--- config.mk ---
export PLATFORM = sky130hd
export DESIGN_NAME = cev_unit
export DESIGN_NICKNAME = d
export VERILOG_FILES = /design/src/cev_pkg.sv /design/src/cev_unit.sv
export SDC_FILE = /design/constraint.sdc
export NUM_CORES = 1
export LEC_CHECK = 0
export BUFFER_PORTS_ARGS = -buffer_cell sky130_fd_sc_hd__buf_2
export CORE_AREA = 3 3 147 149
export CTS_BUF_LIST = sky130_fd_sc_hd__clkbuf_8
export CTS_CLUSTER_SIZE = 20
export DETAILED_ROUTE_END_ITERATION = 12
export DIE_AREA = 0 0 150 152
export PLACE_DENSITY = 0.7
export SLEW_MARGIN = 30
export SYNTH_ARGS = -nofsm -noshare
export SYNTH_HDL_FRONTEND = slang
export SYNTH_SLANG_ARGS = --single-unit
--- constraint.sdc ---
create_clock -name CLK -period 2.05 [get_ports CLK]
set_input_delay 0.41 -clock CLK [delete_from_list [all_inputs] [get_ports CLK]]
set_output_delay 0.41 -clock CLK [all_outputs]
set_load 0.05 [all_outputs]
--- src/cev_pkg.sv ---
// Purpose: shared constants and types for the exception vectoring unit
// Assumes: 20-bit core addresses, 16-bit words, byte addressing
// Notes: vector table sits at the bottom of program and data space
package cev_pkg;
  // ==========================================================
  // widths
  localparam int CEV_AW = 20;
  localparam int CEV_BW = 24;
  localparam int CEV_DW = 16;
  // ==========================================================
  // reset table word addresses (program space)
  localparam logic [19:0] CEV_RST_BANKS = 20'h00000;
  localparam logic [19:0] CEV_RST_PC = 20'h00002;
  localparam logic [19:0] CEV_RST_SP = 20'h00004;
  localparam logic [19:0] CEV_RST_IZ = 20'h00006;
  // ==========================================================
  // vector numbers (data space)
  localparam logic [7:0] CEV_VEC_BKPT = 8'h04;
  localparam logic [7:0] CEV_VEC_BERR = 8'h05;
  localparam logic [7:0] CEV_VEC_SWI = 8'h06;
  localparam logic [7:0] CEV_VEC_ILL = 8'h07;
  localparam logic [7:0] CEV_VEC_DIV0 = 8'h08;
  localparam logic [7:0] CEV_VEC_UNINIT = 8'h0f;
  localparam logic [7:0] CEV_VEC_AUTO0 = 8'h10;
  localparam logic [7:0] CEV_VEC_SPUR = 8'h18;
  localparam logic [7:0] CEV_VEC_USER0 = 8'h38;
  // stacked pc offset beyond next instruction
  localparam logic [19:0] CEV_PC_BIAS = 20'h00006;
  // stack frame step in bytes
  localparam logic [15:0] CEV_SP_STEP = 16'h0002;
  // ==========================================================
  // exception source kinds
  typedef enum logic [3:0] {
    CEV_EX_BKPT = 4'b0000,
    CEV_EX_BERR = 4'b0001,
    CEV_EX_SWI = 4'b0010,
    CEV_EX_ILL = 4'b0011,
    CEV_EX_DIV0 = 4'b0100,
    CEV_EX_UNINIT = 4'b0101,
    CEV_EX_AUTO = 4'b0110,
    CEV_EX_SPUR = 4'b0111,
    CEV_EX_USER = 4'b1000
  } cev_kind_t;
  // exception request from the core
  typedef struct packed {
    cev_kind_t kind;
    logic [2:0] level;
    logic [7:0] user_vec;
    logic [19:0] next_pc;
    logic [15:0] ccr;
  } cev_req_t;
  // memory request
  typedef struct packed {
    logic rd;
    logic wr;
    logic prog;
    logic [23:0] addr;
    logic [15:0] wdata;
  } cev_mem_t;
  // bank extension set
  typedef struct packed {
    logic [3:0] index_z_bank_ext;
    logic [3:0] stack_bank_ext;
    logic [3:0] program_bank_ext;
  } cev_banks_t;
endpackage : cev_pkg

--- src/cev_unit.sv ---
// Purpose: reset fetch, exception vectoring and stacking of the core
// Assumes: memory answers each access with a one-cycle MEM_ACK
// Notes: registers live here only, never on the module bus
`timescale 1ns/1ps
// Function
// - reset fetches banks, pc, sp at 0/2/4
// - reset then loads direct page index from 6
// - autovector levels 1-7 use words 22-2e
// - push pc and ccr at stack bank:sp
// - stacked pc is next instruction plus six
// - linear megabyte of sixteen banks
// - module bus bits 23:20 copy bit 19
// - core registers never memory mapped
// - io uses ordinary load and store
module cev_unit
  import cev_pkg::*;
(
  // clock and reset
  input wire logic CLK,
  input wire logic SYS_RST,
  // exception request from core
  input wire logic EX_VALID,
  input wire cev_pkg::cev_req_t EX_REQ,
  // ordinary core load/store
  input wire logic LS_VALID,
  input wire logic LS_WR,
  input wire logic [19:0] LS_ADDR,
  input wire logic [15:0] LS_WDATA,
  // memory side
  output cev_pkg::cev_mem_t MEM,
  input wire logic MEM_ACK,
  input wire logic [15:0] MEM_RDATA,
  // core state out
  output logic BUSY,
  output logic HANDLER_VALID,
  output logic [19:0] HANDLER_PC,
  output logic [19:0] CORE_PC,
  output logic [15:0] CORE_SP,
  output logic [15:0] CORE_IZ,
  output cev_pkg::cev_banks_t BANKS
);
  import cev_pkg::*;
  // ==========================================================
  // state machine
  typedef enum logic [3:0] {
    CEV_S_RBANK = 4'b0000,
    CEV_S_RPC = 4'b0001,
    CEV_S_RSP = 4'b0010,
    CEV_S_RIZ = 4'b0011,
    CEV_S_IDLE = 4'b0100,
    CEV_S_PUSHPC = 4'b0101,
    CEV_S_PUSHPK = 4'b0110,
    CEV_S_PUSHCC = 4'b0111,
    CEV_S_VEC = 4'b1000,
    CEV_S_LS = 4'b1001
  } cev_state_t;
  cev_state_t state; // current phase
  cev_req_t req; // captured exception
  logic [7:0] vec_num; // resolved vector number
  logic [19:0] stack_addr; // stack bank : sp
  logic [19:0] stacked_pc; // next pc plus bias
  // ==========================================================
  // vector number resolution
  always_comb begin
    case (req.kind)
      CEV_EX_BKPT: vec_num = CEV_VEC_BKPT;
      CEV_EX_BERR: vec_num = CEV_VEC_BERR;
      CEV_EX_SWI: vec_num = CEV_VEC_SWI;
      CEV_EX_ILL: vec_num = CEV_VEC_ILL;
      CEV_EX_DIV0: vec_num = CEV_VEC_DIV0;
      CEV_EX_AUTO: begin
        // level zero is no request; treat as spurious
        if (req.level == 3'h0) begin
          vec_num = CEV_VEC_SPUR;
        end else begin
          vec_num = CEV_VEC_AUTO0 + {5'h00, req.level};
        end
      end
      CEV_EX_SPUR: vec_num = CEV_VEC_SPUR;
      CEV_EX_USER: begin
        // below user range falls back to uninitialized
        if (req.user_vec < CEV_VEC_USER0) begin
          vec_num = CEV_VEC_UNINIT;
        end else begin
          vec_num = req.user_vec;
        end
      end
      default: vec_num = CEV_VEC_UNINIT;
    endcase
  end
  // linear megabyte: bank nibble over 16-bit offset
  assign stack_addr = {BANKS.stack_bank_ext, CORE_SP};
  assign stacked_pc = req.next_pc + CEV_PC_BIAS;
  // ==========================================================
  // sequencing
  always_ff @(posedge CLK) begin
    if (SYS_RST) begin
      state <= CEV_S_RBANK;
    end else begin
      case (state)
        CEV_S_RBANK: if (MEM_ACK) state <= CEV_S_RPC;
        CEV_S_RPC: if (MEM_ACK) state <= CEV_S_RSP;
        CEV_S_RSP: if (MEM_ACK) state <= CEV_S_RIZ;
        CEV_S_RIZ: if (MEM_ACK) state <= CEV_S_IDLE;
        CEV_S_IDLE: begin
          // exceptions win over loads and stores
          if (EX_VALID) begin
            state <= CEV_S_PUSHPC;
          end else if (LS_VALID) begin
            state <= CEV_S_LS;
          end
        end
        CEV_S_PUSHPC: if (MEM_ACK) state <= CEV_S_PUSHPK;
        CEV_S_PUSHPK: if (MEM_ACK) state <= CEV_S_PUSHCC;
        CEV_S_PUSHCC: if (MEM_ACK) state <= CEV_S_VEC;
        CEV_S_VEC: if (MEM_ACK) state <= CEV_S_IDLE;
        CEV_S_LS: if (MEM_ACK) state <= CEV_S_IDLE;
        default: state <= CEV_S_IDLE;
      endcase
    end
  end
  // ==========================================================
  // exception capture
  always_ff @(posedge CLK) begin
    if (SYS_RST) begin
      req <= '0;
    end else if (state == CEV_S_IDLE && EX_VALID) begin
      req <= EX_REQ;
    end
  end
  // ==========================================================
  // core registers: internal only, loaded from reset table
  always_ff @(posedge CLK) begin
    if (SYS_RST) begin
      BANKS <= '0;
      CORE_PC <= '0;
      CORE_SP <= '0;
      CORE_IZ <= '0;
    end else if (MEM_ACK) begin
      case (state)
        CEV_S_RBANK: begin
          // word layout: zk 11:8, sk 7:4, pk 3:0
          BANKS.index_z_bank_ext <= MEM_RDATA[11:8];
          BANKS.stack_bank_ext <= MEM_RDATA[7:4];
          BANKS.program_bank_ext <= MEM_RDATA[3:0];
        end
        CEV_S_RPC: CORE_PC <= {BANKS.program_bank_ext, MEM_RDATA};
        CEV_S_RSP: CORE_SP <= MEM_RDATA;
        CEV_S_RIZ: CORE_IZ <= MEM_RDATA;
        CEV_S_PUSHPC, CEV_S_PUSHPK, CEV_S_PUSHCC: begin
          // post-decrement stack: write at sp, then sp drops one word per push
          CORE_SP <= CORE_SP - CEV_SP_STEP;
        end
        CEV_S_VEC: begin
          // handler in bank zero for the vector fetch
          CORE_PC <= {4'h0, MEM_RDATA};
          BANKS.program_bank_ext <= 4'h0;
        end
        default: CORE_PC <= CORE_PC;
      endcase
    end
  end
  // ==========================================================
  // memory request, registered; addr 23:20 copy bit 19
  always_ff @(posedge CLK) begin
    if (SYS_RST) begin
      MEM <= '0;
    end else begin
      MEM.rd <= 1'b0;
      MEM.wr <= 1'b0;
      MEM.prog <= 1'b0;
      MEM.wdata <= '0;
      MEM.addr <= '0;
      if (!MEM_ACK || state == CEV_S_IDLE) begin
        case (state)
          CEV_S_RBANK: begin
            MEM.rd <= 1'b1;
            MEM.prog <= 1'b1;
            MEM.addr <= {{4{CEV_RST_BANKS[19]}}, CEV_RST_BANKS};
          end
          CEV_S_RPC: begin
            MEM.rd <= 1'b1;
            MEM.prog <= 1'b1;
            MEM.addr <= {{4{CEV_RST_PC[19]}}, CEV_RST_PC};
          end
          CEV_S_RSP: begin
            MEM.rd <= 1'b1;
            MEM.prog <= 1'b1;
            MEM.addr <= {{4{CEV_RST_SP[19]}}, CEV_RST_SP};
          end
          CEV_S_RIZ: begin
            MEM.rd <= 1'b1;
            MEM.prog <= 1'b1;
            MEM.addr <= {{4{CEV_RST_IZ[19]}}, CEV_RST_IZ};
          end
          CEV_S_PUSHPC, CEV_S_PUSHPK, CEV_S_PUSHCC: begin
            MEM.wr <= 1'b1;
            MEM.addr <= {{4{stack_addr[19]}}, stack_addr};
            if (state == CEV_S_PUSHPC) begin
              MEM.wdata <= stacked_pc[15:0];
            end else if (state == CEV_S_PUSHPK) begin
              MEM.wdata <= {12'h000, stacked_pc[19:16]};
            end else begin
              MEM.wdata <= req.ccr;
            end
          end
          CEV_S_VEC: begin
            MEM.rd <= 1'b1;
            MEM.addr <= {15'h0000, vec_num, 1'b0};
          end
          CEV_S_LS: begin
            MEM.rd <= !LS_WR;
            MEM.wr <= LS_WR;
            MEM.addr <= {{4{LS_ADDR[19]}}, LS_ADDR};
            MEM.wdata <= LS_WDATA;
          end
          default: MEM.addr <= '0;
        endcase
      end
    end
  end
  // ==========================================================
  // status outputs
  always_ff @(posedge CLK) begin
    if (SYS_RST) begin
      BUSY <= 1'b1;
      HANDLER_VALID <= 1'b0;
      HANDLER_PC <= '0;
    end else begin
      BUSY <= !(state == CEV_S_IDLE && !EX_VALID && !LS_VALID);
      HANDLER_VALID <= (state == CEV_S_VEC) && MEM_ACK;
      if (state == CEV_S_VEC && MEM_ACK) begin
        HANDLER_PC <= {4'h0, MEM_RDATA};
      end
    end
  end
endmodule // cev_unit

==> summary.txt <==
Setup path
  • Crit path launch type: flip-flop
  • WP buf/inv: 1
  • CP endpoint kind: flip-flop
  • Critical Path RT: approximately 2400 ps
  • Crit Path Category: flip-flop to flip-flop
  • Critical Path Slowest Stage Cell: or4b_1
  • R2r startpoint: state[1]
  • Crit path cell chain: or4b_1 > a21o_1 > buf_4 > o31ai_1
  • Top cell family by delay on the critical path: simple AND/OR/NAND/NOR gates
  • CP Data Arrival Time: approximately 2300 ps
  • CP max stage delay: ~600 ps
  • Crit path max fanout: 9
  • CP startpoint: state[1]

Global route
  • Tot GR Track Use: 22.00%
  • First-pass GRT wire length: between 30000 and 40000 microns
  • Largest net degree at the start of global routing: 64
  • Initial antenna violation count: 2
  • GRT overflow: 0
  • Vias in the first global route: between 7000 and 8000

Min path
  • Worst hold path type: input pin to flip-flop
  • Hold path startpoint: LS_WDATA[12]

Logic synthesis
  • Syn Area/Cell: just over 8 sq um
  • Asr flop ratio synth: 0%
  • Post-synthesis sequential area ratio: between 40% and 50%
  • Mapped cell area: ~7800 sq um
  • Post-synth EDFFs: 0
  • Top-area cell type share of the netlist area: between 40% and 50%
  • FF+latch count, synth: 176
  • Synth top area cells: dfxtp_1 (45%), nand2_1 (10%), a21oi_1 (7.6%), mux2i_1 (3.1%), clkbuf_1 (2.6%)
  • Syn Inst Count: roughly 960
  • Leading area contributor after synthesis: dfxtp_1
  • Cell with the most instances after synthesis: nand2_1
  • Top FF cell, synth: dfxtp_1
  • Post-synth cell types: 77
  • Commonest cells post-synth: nand2_1 (210), dfxtp_1 (176), a21oi_1 (117), clkbuf_1 (53), nor2_1 (53)
  • Ys Warns: 0

STA
  • Worst Skew: 13.88 ps
  • Least-Margin Pin Slew: between 600 and 700 ps
  • Peak Freq: ~0.52 GHz
  • RSZ-0062 raised after global routing: false
  • Final setup violating endpoints: 0
  • Final Max Slew Viols: 0
  • Setup total negative slack: 0 ps
  • Final min period: between 1500 and 2000 ps
  • Final period util: 93.99%
  • Fin. Hold Viols: 0
  • Slew margin rel.: a little under three fifths

Die
  • Starting Density: about two fifths
  • I/O pin total: 238
  • Core Footprint: between 20000 and 25000 sq um
  • Row cnt: 52
  • Die W: 150 microns
  • Die height: approximately 150 microns
  • Die area: between 20000 and 25000 sq um

Power
  • Gate power share: between 15 and 20%
  • Leakage Power: a little under 4 nW
  • VDD IR max: 0.0003833 V
  • Psw: approximately 2.2 mW
  • Sw Ratio: a little under a third
  • Internal power: 4.743 mW
  • Power per cell area: just over 700 nW/um^2
  • Sequential share of power: between 50% and 60%
  • Clock group share of total power: about 34%

Finish
  • FF+latch area: 3523 sq um
  • Nets@finish: around 1300
  • Layout Cells excl Fill: around 1500
  • FILL cells: 2079
  • P&R area growth vs syn: 25.60%
  • Fraction of layout cells with a size suffix above 1: between 20 and 30%
  • Multi-input gate area: between 3000 and 4000 sq um

Clock network
  • # Post-CTS Setup Buffers: 0
  • CTS Sinks: 176
  • Maximum clock path buffer count: 2
  • CTS tree: built
  • # resized after CTS: 0
  • Clock Tree Root: clkbuf_8
  • Hold buffer count at CTS: 0
  • CTS H-tree lvls: 4
  • TritonCTS Buffers: 17
  • Clk slew on worst S/H paths: approximately 100 ps
  • Worst-skew pair later-pin latency: ~470 ps

Drt
  • Number of vias per cell: around 5.4
  • Post-route DRC: 0
  • Final WL: between 20000 and 30000 microns
  • Routed vias: approximately 8000
  • Routed Antenna Nets: 0
  • Initial drt markers: approximately 710
  • 1st-pass router iterations: 6
  • WL per Instance: around 18 microns

Status
  • Status: complete, no violations

Placed design
  • IO Port Bufs: 233
  • Final RePlAce weighted congestion: about 0.9
  • Placed cell count: between 1000 and 1500
  • Post-DP HPWL: between 15000 and 20000 microns

Run
  • Max Cap Viol: 0
==> metrics by stage <==
stage | hold slack (ps) | setup slack (ps) | utilization (%) | cell area (sq um) | power [mW]
2_1_floorplan | 431.2 | 34.99 | - | 7762 | 4.286
3_3_place_gp | 440.2 | 168.3 | 46.09 | 9355 | 4.675
3_5_place_dp | 444.0 | 95.84 | 46.09 | 9355 | 4.681
4_1_cts | 131.5 | 133.7 | 47.95 | 9733 | 6.993
5_1_grt | 147.8 | 8.837 | 47.96 | 9736 | 7.219
6_report | 152.4 | 123.1 | 47.96 | 9736 | 6.952
==> layer usage <==
metal	share of wire, %	global-route usage, %	wire, microns	vias up
met5	0.050	0	13	-
met4	2.1	8.017	552	2
met3	8.0	4.260	2076	39
met2	47	34.85	12150	321
met1	43	29.79	11270	3690
li1	-	-	-	3804
==> registers in the layout, summed over array words and instances (netlist names) <==
signal / count
CORE_PC: 20
BANKS: 12
CORE_IZ: 16
CORE_SP: 16
state: 4
MEM: 39
HANDLER_PC: 16
req: 51
HANDLER_VALID: 1
BUSY: 1
==> final cells by class <==
type	instances	area share (%)
sequential	176	36.19
inverter	18	0.6940
clock inverter	15	1.478
multi-input combinational	682	39.06
clock buffer	17	2.403
timing repair buffer	287	16.68
antenna	1	0.02570
tap	270	3.470
==> cell usage in the layout (no fill, tap or decap), types with 7 or more instances in the layout <==
cell	count
nor2_1	52
o211ai_1	7
nand2_1	210
nor4_1	12
and2_1	8
dfxtp_1	176
buf_4	51
clkbuf_8	17
mux2i_1	24
nor2b_1	8
nand4_1	10
a22oi_1	26
buf_2	232
a31oi_1	10
nor3_1	16
xnor2_1	10
a21oi_1	117
o21ai_1	7
nand3_1	24
o21ai_0	21
a211oi_1	7
inv_1	18
==> path summary, 6_finish.rpt <==
| kind | slack, ps | depth (start not counted) | endpoint |
|---|---|---|---|
| max | 120 | 4 | MEM[6] |
| min | 150 | 3 | MEM[12] |
| max reg2reg | 120 | 4 | MEM[6] |
| min reg2reg | 460 | 2 | HANDLER_PC[11] |
==> power groups by stage <==
stage / Sequential, mW / Clock (mW) / Combinational [mW]
after global placement: 3.62 / 0 / 1.05
after detailed placement: 3.63 / 0 / 1.06
after floorplan: 3.82 / 0 / 0.467
after CTS: 3.55 / 2.39 / 1.06
final: 3.55 / 2.34 / 1.07
after global routing: 3.56 / 2.52 / 1.14
==> logic make-up (layout without fill, tap and decap cells) <==
logic type / after synthesis / count (layout) / share of synthesized area, %
adders and majority gates: 2 / 2 / 0.3228
buffers and inverters: 102 / 337 / 6.021
and+or+nand+nor: 386 / 386 / 22.97
xor gates and xnor gates: 10 / 10 / 1.130
other: 1 / 5 / 0.04838
AOI/OAI and AO/OA: 255 / 255 / 20.81
DFF: 176 / 176 / 45.46
muxes: 25 / 25 / 3.245
==> worst reg2reg max path: stages (launching register included) <==
cell and delay [ps]:
dfxtp_1 410, or4b_1 600, a21o_1 310, buf_4 210, o31ai_1 300
(Power assumes the default switching activity.)
